**src/pim_pkg.sv**
```systemverilog
// Purpose: Shared constants for the program integrity monitor and its host end
// Assumes: 16-bit register words on a word-addressed control port
// Notes: Signature polynomial and seed are fixed here for both ends
package pim_pkg;
  // Register word addresses
  localparam logic [15:0] ADDR_CRC_REF_HIGH = 16'hE200;
  localparam logic [15:0] ADDR_CRC_REF_LOW = 16'hE201;
  localparam logic [15:0] ADDR_CRC_CHECK_EN = 16'hE202;
  localparam logic [15:0] ADDR_PC_LIMIT_EN = 16'hE210;
  localparam logic [15:0] ADDR_PC_LIMIT_HIGH = 16'hE211;
  localparam logic [15:0] ADDR_PC_LIMIT_LOW = 16'hE212;
  localparam logic [15:0] ADDR_NONMOD_START = 16'hE21F;
  localparam logic [15:0] ADDR_SIG_ERR = 16'hE225;
  localparam logic [15:0] ADDR_PC_ERR = 16'hE226;
  localparam logic [15:0] ADDR_AUTO_MUTE = 16'hE227;
  localparam logic [15:0] ADDR_PEAK_COUNT = 16'hE229;
  // Reset values and field positions
  localparam logic [13:0] NONMOD_RESET = 14'h1F00;
  localparam int MUTE_ON_SIG_BIT = 1;
  localparam int MUTE_ON_PC_BIT = 0;
  // Program memory and sequencing
  localparam int OP_W = 43;
  localparam int PROG_WORDS = 4096;
  localparam int PROG_AW = 12;
  localparam logic [15:0] PC_START = 16'h2010;
  localparam int CHECK_FRAMES = 4096;
  localparam logic [31:0] MAX_INSTR_NORMAL = 32'h00000E00;
  localparam logic [31:0] MAX_INSTR_DUAL = 32'h00000700;
  localparam logic [31:0] MAX_INSTR_QUAD = 32'h00000380;
  // Signature arithmetic
  localparam logic [31:0] SIG_POLY = 32'h04C11DB7;
  localparam logic [31:0] SIG_SEED = 32'hFFFFFFFF;
  // Multipurpose pin function codes
  localparam logic [1:0] MP_FUNC_NONE = 2'h0;
  localparam logic [1:0] MP_FUNC_SIG = 2'h1;
  localparam logic [1:0] MP_FUNC_PC = 2'h2;
endpackage : pim_pkg

```
**src/pim_link_if.sv**
```systemverilog
// Purpose: Control port wires between host end and monitor end
// Assumes: Both ends share clk_in
// Notes: Request held until acknowledged
`timescale 1ns/1ps
interface pim_link_if;
  logic req; // Host request level
  logic wr; // High for write
  logic [15:0] addr; // Word address
  logic [15:0] wdata; // Write word
  logic ack; // One-cycle answer pulse
  logic [15:0] rdata; // Read word, valid with ack
  logic multipurpose_pin; // Fault level toward host
  modport dev (input req, wr, addr, wdata, output ack, rdata, multipurpose_pin);
  modport hst (output req, wr, addr, wdata, input ack, rdata, multipurpose_pin);
endinterface : pim_link_if

```
**src/pim_monitor.sv**
```systemverilog
// Purpose: Program integrity monitor at the DSP core end
// Assumes: prog_data_in is the word at crc_addr_out in the same cycle
// Notes: Scan runs only while the core sequencer is idle
// How it works
// RL1: Reference signature split high word first
// RL2: Recompute signature every 4096 frames when enabled
// RL3: Mismatch sets read-only sticky signature error
// RL4: Signature error clears when check disabled
// RL5: Checking runs only while enable set
// RL6: Pin shows signature error when selected
// RL7: Host recovers: disable, reload, re-enable
// RL8: Flag error when count reaches limit
// RL9: Limit split high word first, resets zero
// RL10: Limit checking only while enable high
// RL11: Limit error sticky, cleared by disable
// RL12: Pin shows limit error when selected
// RL13: Auto-mute bits: 1 signature, 0 limit
// RL14: Halt or mute zeroes audio output
// RL15: Peak counter counts start to return
// RL16: Peak count refreshed on frame start
// RL17: Peak count unreliable after limit error
// RL18: 4096 words; per-rate instruction caps
// RL19: Program words are 43 bits
// RL20: Nonmodulo start register, resets 7936
// RL21: Host zeroes data memory before boot
// RL22: Counter restarts at start per frame
// RL23: Cycle counter cleared by frame start
`timescale 1ns/1ps
module pim_monitor
  import pim_pkg::*;
#(
  parameter int AUDIO_W = 24
) (
  input wire logic clk_in,
  input wire logic nrst_in,
  pim_link_if.dev link,
  input wire logic frame_start_in,
  input wire logic pc_jump_in,
  input wire logic core_run_in,
  input wire logic [1:0] rate_sel_in,
  input wire logic [1:0] mp_func_in,
  input wire logic [OP_W-1:0] prog_data_in,
  input wire logic [AUDIO_W-1:0] audio_in,
  output logic [PROG_AW-1:0] crc_addr_out,
  output logic [15:0] pc_out,
  output logic pc_running_out,
  output logic [13:0] nonmod_start_out,
  output logic [AUDIO_W-1:0] audio_out,
  output logic mute_out,
  output logic overrun_out
);

  ////////////////////////////////////////////////////////////////////
  // State

  typedef struct packed {
    logic [15:0] ref_hi; // Reference upper half
    logic [15:0] ref_lo; // Reference lower half
    logic sig_en; // Signature check enable
    logic lim_en; // Cycle limit enable
    logic [15:0] lim_hi; // Limit upper half
    logic [15:0] lim_lo; // Limit lower half
    logic [13:0] nonmod; // Nonmodulo start
    logic sig_err; // Sticky signature error
    logic lim_err; // Sticky limit error
    logic [1:0] auto_mute; // Auto-mute selects
    logic [15:0] peak; // Last frame cycle count
    logic ack; // Link answer
    logic [15:0] rdata; // Link read word
    logic [15:0] pc; // Program counter
    logic running; // Program executing
    logic [31:0] cyc; // Cycles since frame start
    logic overrun; // Over per-rate cap this frame
    logic [PROG_AW-1:0] frames; // Frames since last check
    logic scan_due; // Check pending
    logic scanning; // Scan in progress
    logic [PROG_AW-1:0] scan_addr; // Word under scan
    logic [31:0] sig; // Running signature
    logic mp; // Pin level
    logic mute; // Output mute
    logic [AUDIO_W-1:0] audio; // Gated sample
  } pim_mon_state_t;

  pim_mon_state_t st; // Registered state
  pim_mon_state_t next_st; // Next state

  ////////////////////////////////////////////////////////////////////
  // Helpers

  // Fold one 43-bit program word into the signature, msb first
  function automatic logic [31:0] pim_fold(input logic [31:0] sig, input logic [OP_W-1:0] word);
    logic [31:0] s;
    logic fb;
    s = sig;
    for (int i = OP_W - 1; i >= 0; i--) begin
      fb = s[31] ^ word[i];
      s = {s[30:0], 1'b0} ^ (fb ? SIG_POLY : 32'h00000000);
    end
    return s;
  endfunction : pim_fold

  // Per-rate instruction cap
  function automatic logic [31:0] pim_cap(input logic [1:0] rate);
    case (rate)
      2'h1: return MAX_INSTR_DUAL;
      2'h2: return MAX_INSTR_QUAD;
      default: return MAX_INSTR_NORMAL;
    endcase
  endfunction : pim_cap

  ////////////////////////////////////////////////////////////////////
  // Next-state logic

  logic wr_take; // Write taken this cycle
  logic sig_set; // Mismatch event
  logic lim_set; // Limit reached event
  logic [31:0] folded; // Signature after this word

  always_comb begin
    next_st = st;
    wr_take = link.req && link.wr && !st.ack;
    folded = pim_fold(st.sig, prog_data_in);
    sig_set = 1'b0;
    lim_set = 1'b0;

    // Register writes; one request answered per ack pulse
    next_st.ack = link.req && !st.ack;
    if (wr_take) begin
      case (link.addr)
        ADDR_CRC_REF_HIGH: next_st.ref_hi = link.wdata; // RL1
        ADDR_CRC_REF_LOW: next_st.ref_lo = link.wdata; // RL1
        ADDR_CRC_CHECK_EN: next_st.sig_en = link.wdata[0]; // RL5
        ADDR_PC_LIMIT_EN: next_st.lim_en = link.wdata[0]; // RL10
        ADDR_PC_LIMIT_HIGH: next_st.lim_hi = link.wdata; // RL9
        ADDR_PC_LIMIT_LOW: next_st.lim_lo = link.wdata; // RL9
        ADDR_NONMOD_START: next_st.nonmod = link.wdata[13:0]; // RL20
        ADDR_AUTO_MUTE: next_st.auto_mute = link.wdata[1:0]; // RL13
        default: ; // Read-only or unmapped: ignored
      endcase
    end

    // Program counter sequencing
    if (frame_start_in) begin
      next_st.pc = PC_START; // RL22
      next_st.running = 1'b1;
      next_st.cyc = 32'h00000000; // RL23
      next_st.peak = st.cyc[15:0]; // RL15 RL16
      next_st.overrun = 1'b0;
    end else if (st.running) begin
      next_st.cyc = st.cyc + 32'h00000001; // RL23
      if (pc_jump_in) begin
        next_st.pc = PC_START; // RL22
        next_st.running = 1'b0;
      end else begin
        next_st.pc = st.pc + 16'h0001;
      end
      if (st.cyc >= pim_cap(rate_sel_in)) begin
        next_st.overrun = 1'b1; // RL18
      end
    end

    // Cycle limit watchdog; count before frame clear is compared
    lim_set = st.lim_en && st.running && (st.cyc == {st.lim_hi, st.lim_lo}); // RL8 RL10

    // Frame pacing for the periodic signature check
    if (!st.sig_en) begin
      next_st.frames = '0;
      next_st.scan_due = 1'b0;
      next_st.scanning = 1'b0;
    end else if (frame_start_in) begin
      next_st.frames = st.frames + 1'b1;
      if (st.frames == PROG_AW'(CHECK_FRAMES - 1)) begin
        next_st.scan_due = 1'b1; // RL2
      end
    end

    // Scan only between frames so it never races the core's fetch
    if (st.sig_en && st.scan_due && !st.scanning) begin
      next_st.scanning = 1'b1;
      next_st.scan_due = 1'b0;
      next_st.scan_addr = '0;
      next_st.sig = SIG_SEED;
    end else if (st.sig_en && st.scanning && !st.running && !frame_start_in) begin
      next_st.sig = folded; // RL19
      next_st.scan_addr = st.scan_addr + 1'b1;
      if (st.scan_addr == PROG_AW'(PROG_WORDS - 1)) begin
        next_st.scanning = 1'b0;
        sig_set = (folded != {st.ref_hi, st.ref_lo}); // RL2
      end
    end

    // Sticky flags: set beats the clear from a disabling write
    next_st.sig_err = sig_set || (st.sig_err && next_st.sig_en); // RL3 RL4
    next_st.lim_err = lim_set || (st.lim_err && next_st.lim_en); // RL11

    // Read answer from state as it stands at the take edge
    next_st.rdata = 16'h0000;
    if (link.req && !st.ack && !link.wr) begin
      case (link.addr)
        ADDR_CRC_REF_HIGH: next_st.rdata = st.ref_hi;
        ADDR_CRC_REF_LOW: next_st.rdata = st.ref_lo;
        ADDR_CRC_CHECK_EN: next_st.rdata = {15'h0000, st.sig_en};
        ADDR_PC_LIMIT_EN: next_st.rdata = {15'h0000, st.lim_en};
        ADDR_PC_LIMIT_HIGH: next_st.rdata = st.lim_hi;
        ADDR_PC_LIMIT_LOW: next_st.rdata = st.lim_lo;
        ADDR_NONMOD_START: next_st.rdata = {2'h0, st.nonmod};
        ADDR_SIG_ERR: next_st.rdata = {15'h0000, st.sig_err}; // RL3
        ADDR_PC_ERR: next_st.rdata = {15'h0000, st.lim_err}; // RL11
        ADDR_AUTO_MUTE: next_st.rdata = {14'h0000, st.auto_mute};
        ADDR_PEAK_COUNT: next_st.rdata = st.peak; // RL15
        default: next_st.rdata = 16'h0000;
      endcase
    end

    // Pin follows the selected sticky flag
    case (mp_func_in)
      MP_FUNC_SIG: next_st.mp = st.sig_err; // RL6
      MP_FUNC_PC: next_st.mp = st.lim_err; // RL12
      default: next_st.mp = 1'b0;
    endcase

    // Mute is abrupt, so a click is the price of no residual dc
    next_st.mute = !core_run_in
      || (st.auto_mute[MUTE_ON_SIG_BIT] && st.sig_err)
      || (st.auto_mute[MUTE_ON_PC_BIT] && st.lim_err); // RL13
    next_st.audio = next_st.mute ? '0 : audio_in; // RL14
  end

  ////////////////////////////////////////////////////////////////////
  // State register

  always_ff @(posedge clk_in or negedge nrst_in) begin
    if (!nrst_in) begin
      st <= '0;
      st.nonmod <= NONMOD_RESET; // RL20
      st.pc <= PC_START;
      st.sig <= SIG_SEED;
      st.mute <= 1'b1;
    end else begin
      st <= next_st;
    end
  end

  ////////////////////////////////////////////////////////////////////
  // Outputs

  assign link.ack = st.ack;
  assign link.rdata = st.rdata;
  assign link.multipurpose_pin = st.mp;
  assign crc_addr_out = st.scan_addr;
  assign pc_out = st.pc;
  assign pc_running_out = st.running;
  assign nonmod_start_out = st.nonmod;
  assign audio_out = st.audio;
  assign mute_out = st.mute;
  assign overrun_out = st.overrun;

endmodule : pim_monitor

```
**src/flat_wrapper.sv**
```systemverilog
// flat-port wrapper written by rule: the top's interface ports become plain ports
module pim_monitor_flat import pim_pkg::*;
#(
  parameter int AUDIO_W = 24
)
  (clk_in, nrst_in, frame_start_in, pc_jump_in, core_run_in, rate_sel_in, mp_func_in, prog_data_in, audio_in, crc_addr_out, pc_out, pc_running_out, nonmod_start_out, audio_out, mute_out, overrun_out, link_req, link_wr, link_addr, link_wdata, link_ack, link_rdata, link_multipurpose_pin);
  pim_link_if link_i ();
  input wire logic clk_in;
  input wire logic nrst_in;
  input wire logic frame_start_in;
  input wire logic pc_jump_in;
  input wire logic core_run_in;
  input wire logic [1:0] rate_sel_in;
  input wire logic [1:0] mp_func_in;
  input wire logic [OP_W-1:0] prog_data_in;
  input wire logic [AUDIO_W-1:0] audio_in;
  output logic [PROG_AW-1:0] crc_addr_out;
  output logic [15:0] pc_out;
  output logic pc_running_out;
  output logic [13:0] nonmod_start_out;
  output logic [AUDIO_W-1:0] audio_out;
  output logic mute_out;
  output logic overrun_out;
  input wire logic [$bits(link_i.req)-1:0] link_req;
  input wire logic [$bits(link_i.wr)-1:0] link_wr;
  input wire logic [$bits(link_i.addr)-1:0] link_addr;
  input wire logic [$bits(link_i.wdata)-1:0] link_wdata;
  output wire logic [$bits(link_i.ack)-1:0] link_ack;
  output wire logic [$bits(link_i.rdata)-1:0] link_rdata;
  output wire logic [$bits(link_i.multipurpose_pin)-1:0] link_multipurpose_pin;
  assign link_i.req = link_req;
  assign link_i.wr = link_wr;
  assign link_i.addr = link_addr;
  assign link_i.wdata = link_wdata;
  assign link_ack = link_i.ack;
  assign link_rdata = link_i.rdata;
  assign link_multipurpose_pin = link_i.multipurpose_pin;
  pim_monitor #(.AUDIO_W(AUDIO_W)) u_core (.clk_in(clk_in), .nrst_in(nrst_in), .link(link_i), .frame_start_in(frame_start_in), .pc_jump_in(pc_jump_in), .core_run_in(core_run_in), .rate_sel_in(rate_sel_in), .mp_func_in(mp_func_in), .prog_data_in(prog_data_in), .audio_in(audio_in), .crc_addr_out(crc_addr_out), .pc_out(pc_out), .pc_running_out(pc_running_out), .nonmod_start_out(nonmod_start_out), .audio_out(audio_out), .mute_out(mute_out), .overrun_out(overrun_out));
endmodule
```
**config.mk**
```make
export PLATFORM = sky130hd
export DESIGN_NAME = pim_monitor_flat
export DESIGN_NICKNAME = d
export VERILOG_FILES = /design/src/pim_pkg.sv /design/src/pim_link_if.sv /design/src/pim_monitor.sv /design/src/flat_wrapper.sv
export SDC_FILE = /design/constraint.sdc
export NUM_CORES = 1
export LEC_CHECK = 0
export ABC_AREA = 1
export ABC_CLOCK_PERIOD_IN_PS = 3880
export BUFFER_PORTS_ARGS = -buffer_cell sky130_fd_sc_hd__buf_2
export CAP_MARGIN = 20
export CELL_PAD_IN_SITES_DETAIL_PLACEMENT = 1
export CELL_PAD_IN_SITES_GLOBAL_PLACEMENT = 1
export CORE_MARGIN = 2
export CORE_UTILIZATION = 39
export DETAILED_ROUTE_END_ITERATION = 7
export PLACE_DENSITY = 0.89
export REMOVE_ABC_BUFFERS = 1
export SLEW_MARGIN = 20
export SYNTH_ARGS = -nofsm -noshare
export SYNTH_HDL_FRONTEND = slang
export SYNTH_SLANG_ARGS = --single-unit
```
**constraint.sdc**
```tcl
create_clock -name clk_in -period 3.88 [get_ports clk_in]
set_input_delay 0.97 -clock clk_in [delete_from_list [all_inputs] [get_ports clk_in]]
set_output_delay 0.97 -clock clk_in [all_outputs]
set_load 0.005 [all_outputs]
```
==> results.sh, run 1 <==
export IMPL_run_status="did not finish"
export IMPL_stop_stage="global routing (5_1_grt)"
export IMPL_firstError="[ERROR GRT-0232] Routing congestion too high. Check the congestion heatmap in the GUI."
export IMPL_io_buffers=196
export IMPL_synthesis_area_um2=20300
export IMPL_ys_seq_area_share_pct=31.2
export IMPL_place_congestion=0.978
export IMPL_place_area_um2=24200
export IMPL_grt_usage_pct=74.1
export IMPL_synth_distinct_cells=55
export IMPL_yosys_warnings=0
export IMPL_synth_area_leaders="dfrtp_1 (26%), nand2_1 (21%), nand3_1 (9.2%)"
export IMPL_synth_area_leader_cell="dfrtp_1"
export IMPL_dp_hpwl_mm=68.2
export IMPL_synth_main_ff_cell="dfrtp_1"
export IMPL_worst_endpoint_kind="sequential cell input"
export IMPL_cts_buffers=27
export IMPL_async_flop_share_pct=100
export IMPL_dp_slack_ps=-1680
export IMPL_cts_root_buf="clkbuf_16"
export IMPL_htree_levels=1
export IMPL_die_h_um=232
export IMPL_grt_max_degree=86
export IMPL_synth_top_cell_area_share_pct=26.0
export IMPL_grt_overflow_total=348
export IMPL_synth_avg_cell_area_um2=6.42
export IMPL_ys_seq_elements=251
export IMPL_syn_inst=3161
export IMPL_ctsHoldBuffers=0
export IMPL_synth_edf_count=0
export IMPL_fp_row_count=83
export IMPL_clockBufferDepth=3
export IMPL_worst_endpoint="u_core.st[170]$_DFF_PN0_/D"
export IMPL_start_util_pct=39.5
export IMPL_fp_dieW_um=232
export IMPL_cts_sinks=251
export IMPL_io_pins=197
[cells by family after synthesis]
group / share of synthesized area (%)
adder cells (fa/ha/maj): 0.740
buffers and inverters: 12.6
XOR/XNOR: 3.87
AND/OR/NAND/NOR: 43.0
AO/OA/AOI/OAI: 8.64
flip-flops: 31.2
[per-layer routing]
layer,GRT usage (%),GRT overflow
met5,31.2,0
met3,63.2,8
met2,89.8,189
met4,76.4,137
met1,70.6,14
[timing repair]
item,4_1_cts
setup endpoints to repair,39
hold endpoints to repair,0
cloned,4
pin swaps,163
buffers inserted,161
resized for setup,607
[synthesized netlist by cell type (5+ instances only)]
library cell     n
nor2_1         157
nand3_2         20
o22ai_1         37
nand2_4         39
nand2_1       1151
nand3_1        371
nor3_1          36
inv_1          395
buf_4           84
or2_2            5
xor2_1          54
a2111oi_0       11
o21ai_0        162
a21oi_1         58
buf_6            8
nor4_1          12
xnor2_1         20
dfrtp_1        211
dfstp_2         40
clkbuf_1        43
nand3b_1        11
inv_4            6
a22oi_1          9
ha_1            12
nand2_2         98
nand4_1         16
o2111ai_1        7
inv_2           33
[stage by stage]
| stage | TNS [ps] | std cells |
|---|---|---|
| 2_1_floorplan | -6790 | 3024 |
| 3_3_place_gp | -30900 | 4280 |
| 3_5_place_dp | -36970 | 4280 |
| 4_1_cts | -6030 | 4490 |
==> run 2, diff against run 1 <==
--- a/config.mk
+++ b/config.mk
@@ -6,15 +6,13 @@
 export NUM_CORES = 1
 export LEC_CHECK = 0
 export ABC_AREA = 1
-export ABC_CLOCK_PERIOD_IN_PS = 3880
+export ABC_CLOCK_PERIOD_IN_PS = 5000
 export BUFFER_PORTS_ARGS = -buffer_cell sky130_fd_sc_hd__buf_2
 export CAP_MARGIN = 20
-export CELL_PAD_IN_SITES_DETAIL_PLACEMENT = 1
-export CELL_PAD_IN_SITES_GLOBAL_PLACEMENT = 1
 export CORE_MARGIN = 2
-export CORE_UTILIZATION = 39
+export CORE_UTILIZATION = 40
 export DETAILED_ROUTE_END_ITERATION = 7
-export PLACE_DENSITY = 0.89
+export PLACE_DENSITY_LB_ADDON = 0.15
 export REMOVE_ABC_BUFFERS = 1
 export SLEW_MARGIN = 20
 export SYNTH_ARGS = -nofsm -noshare
==> constraint.sdc (replaced) <==
create_clock -name clk_in -period 5 [get_ports clk_in]
set_input_delay 1.25 -clock clk_in [delete_from_list [all_inputs] [get_ports clk_in]]
set_output_delay 1.25 -clock clk_in [all_outputs]
set_load 0.005 [all_outputs]
==> run 2 against run 1 <==
Against the previous run: the flow now finishes without violations; synthesized cell count unchanged; synthesized area is the same.
==> results.sh, run 2 <==
export IMPL_run_status="finished clean"
export IMPL_vias=22700
export IMPL_cp_start_kind="primary input"
export IMPL_period_needed_ps=4860
export IMPL_syn2layout_area_growth_pct=40.8
export IMPL_clk_pin_slew_ps=70
export IMPL_synth_most_common_cell="nand2_1"
export IMPL_insertion_delay_ps=560
export IMPL_synth_mux_area_share_pct=0
export IMPL_fmax_mhz=206
export IMPL_ys_seq_elements=251
export IMPL_antenna_found_initial=1
export IMPL_regToRegStartpoint="u_core.st[56]"
export IMPL_wl_per_cell_um=18.2
export IMPL_setup_viol=0
export IMPL_final_common_cell="nand2_1"
export IMPL_largest_register_ffs=164
export IMPL_io_pins=197
export IMPL_reg2reg_depth=41
export IMPL_cts_root_buf="clkbuf_16"
export IMPL_fill_cells=4894
export IMPL_worstPathRequired_ps=5440
export IMPL_syn_inst=3161
export IMPL_critPathTopFamily="simple AND/OR/NAND/NOR gates"
export IMPL_first_global_vias=20900
export IMPL_path_buf_inv=7
export IMPL_drv_slew=0
export IMPL_worstHoldEndpoint="u_core.link.ack"
export IMPL_fp_dieW_um=229
export IMPL_io_buffers=196
export IMPL_synth_top_cell_area_share_pct=26.0
export IMPL_ff2ff_setup_slack_ps=280
export IMPL_regArea_um2=6330
export IMPL_slew_headroom_pct=31.9
export IMPL_synth_distinct_cells=55
export IMPL_post_route_period_util_pct=97.3
export IMPL_synth_main_ff_cell="dfrtp_1"
export IMPL_place_area_um2=24100
export IMPL_hold_depth=1
export IMPL_core_um2=50100
export IMPL_synth_edf_count=0
export IMPL_synthSimpleGateAreaFrac_pct=43.0
export IMPL_slowest_stage="nand3b_1"
export IMPL_grt_usage_pct=28.6
export IMPL_drive_above_1_share_pct=36.9
export IMPL_drtAntennaViolNets=0
export IMPL_cts_sinks=251
export IMPL_final_core_utilization_pct=57.1
export IMPL_synth_area_leader_cell="dfrtp_1"
export IMPL_r2r_end="u_core.st[170]"
export IMPL_grt_overflow_total=0
export IMPL_yosys_warnings=0
export IMPL_drt_iter0_drc=1534
export IMPL_synth_area_leaders="dfrtp_1 (26%), nand2_1 (21%), nand3_1 (9.2%)"
export IMPL_critPathKind="primary input to flop"
export IMPL_arrival_ps=5310
export IMPL_critPathCaptureType="flop"
export IMPL_grt_max_degree=111
export IMPL_async_flop_share_pct=100
export IMPL_setup_tns_ps=0
export IMPL_synth_top_family_by_area="simple AND/OR/NAND/NOR gates"
export IMPL_fp_row_count=82
export IMPL_fin_nets=3845
export IMPL_synth_avg_cell_area_um2=6.42
export IMPL_synthesis_area_um2=20300
export IMPL_holdCritStartpoint="u_core.link.ack"
export IMPL_cpMostUsedCell="nand2_1"
export IMPL_ys_seq_area_share_pct=31.2
export IMPL_clockBufferDepth=3
export IMPL_synth_compound_area_share_pct=8.64
export IMPL_multi_input_area_um2=13900
export IMPL_htree_levels=1
export IMPL_first_pass_iters=6
export IMPL_hold_path_class="flop to flop"
export IMPL_start_util_pct=40.5
export IMPL_cts_tree="yes"
export IMPL_synthXorXnorAreaFrac_pct=3.87
export IMPL_critPathMaxFanout=7
export IMPL_worst_hold_slack_ps=463
export IMPL_grt_pass1_wl_mm=118
export IMPL_tightest_slew_ps=1020
export IMPL_drc=0
export IMPL_place_congestion=0.995
export IMPL_skew_ps=20.2
export IMPL_ctsHoldBuffers=0
export IMPL_largest_register="u_core.st"
export IMPL_vias_per_cell=5.15
export IMPL_crit_start="prog_data_in[39]"
export IMPL_fin_area_um2=28600
export IMPL_cts_buffers=27
export IMPL_synth_adder_area_share_pct=0.740
export IMPL_mostFrequentLayoutCells="nand2_1 (880), buf_4 (422), inv_1 (373)"
export IMPL_routed_wl_mm=80.4
export IMPL_hold_viol_final=0
export IMPL_synth_common_cells="nand2_1 (1151), inv_1 (395), nand3_1 (371), dfrtp_1 (211), o21ai_0 (162)"
export IMPL_die_h_um=229
export IMPL_slowest_delay_ps=200
export IMPL_dp_hpwl_mm=62.9
export IMPL_maxCapViolations=0
export IMPL_dieArea_um2=52500
-- run 2: cell counts after synthesis --
Identical to the previous run, type by type.
-- run 2: logic make-up after synthesis --
kind of cell    count (synthesis)
compound gates                308
xor+xnor                       81
fa+ha+maj                      12
buf+inv                       573
flops                         251
simple gates                 1936
-- run 2: worst register-to-register path, delay by kind of cell (launching register included) --
family | cells | cell delay (ps)
flip-flops | 1 | 620
buffers and inverters | 5 | 550
AND/OR/NAND/NOR | 36 | 3470
-- run 2: final cells by class --
cell class              count  share of cell area [%]
flip-flops and latches    251                    22.2
clock buffers              36                    2.66
well taps                 672                    2.94
clock inverters            14                   0.661
multi-input cells        2341                    48.5
diodes                      1                 0.00876
inverters                 436                    5.99
repair buffers            666                    17.1
-- run 2: stage by stage --
step,setup slack (ps),cells
after floorplan,130,3024
after global placement,-815,4265
after detailed placement,-823,4265
after CTS,1.05,4320
after global routing,-76.3,4416
final,137,4417
-- run 2: worst max-delay path by stage --
stage / to / slack [ps] / depth (start not counted)
2_1_floorplan: u_core.st[170] / 130 / 38
3_3_place_gp: u_core.st[170] / -820 / 42
3_5_place_dp: u_core.st[170] / -820 / 42
4_1_cts: u_core.st[170] / 1 / 40
5_1_grt: u_core.st[170] / -80 / 40
6_report: u_core.st[170] / 140 / 41
-- run 2: metal layers --
| layer | share of wire [%] | global-route usage [%] | wire, um |
|---|---|---|---|
| met3 | 4.1 | 1.82 | 3270 |
| met4 | 4.2 | 9.74 | 3410 |
| met5 | 0 | 0 | 0 |
| met1 | 42 | 36.5 | 33500 |
| met2 | 50 | 51.1 | 40300 |
-- run 2: what timing repair did --
item / 4_1_cts / 5_1_grt
pin swaps: 7 / 216
endpoints found under the setup margin: 1 / 16
buffers inserted: 5 / 93
resized for setup: 28 / 625
gates cloned: 0 / 4
Power of run 2 is not shown: default switching activity piles up to over one toggle a cycle in this logic, so the estimate is an artifact.
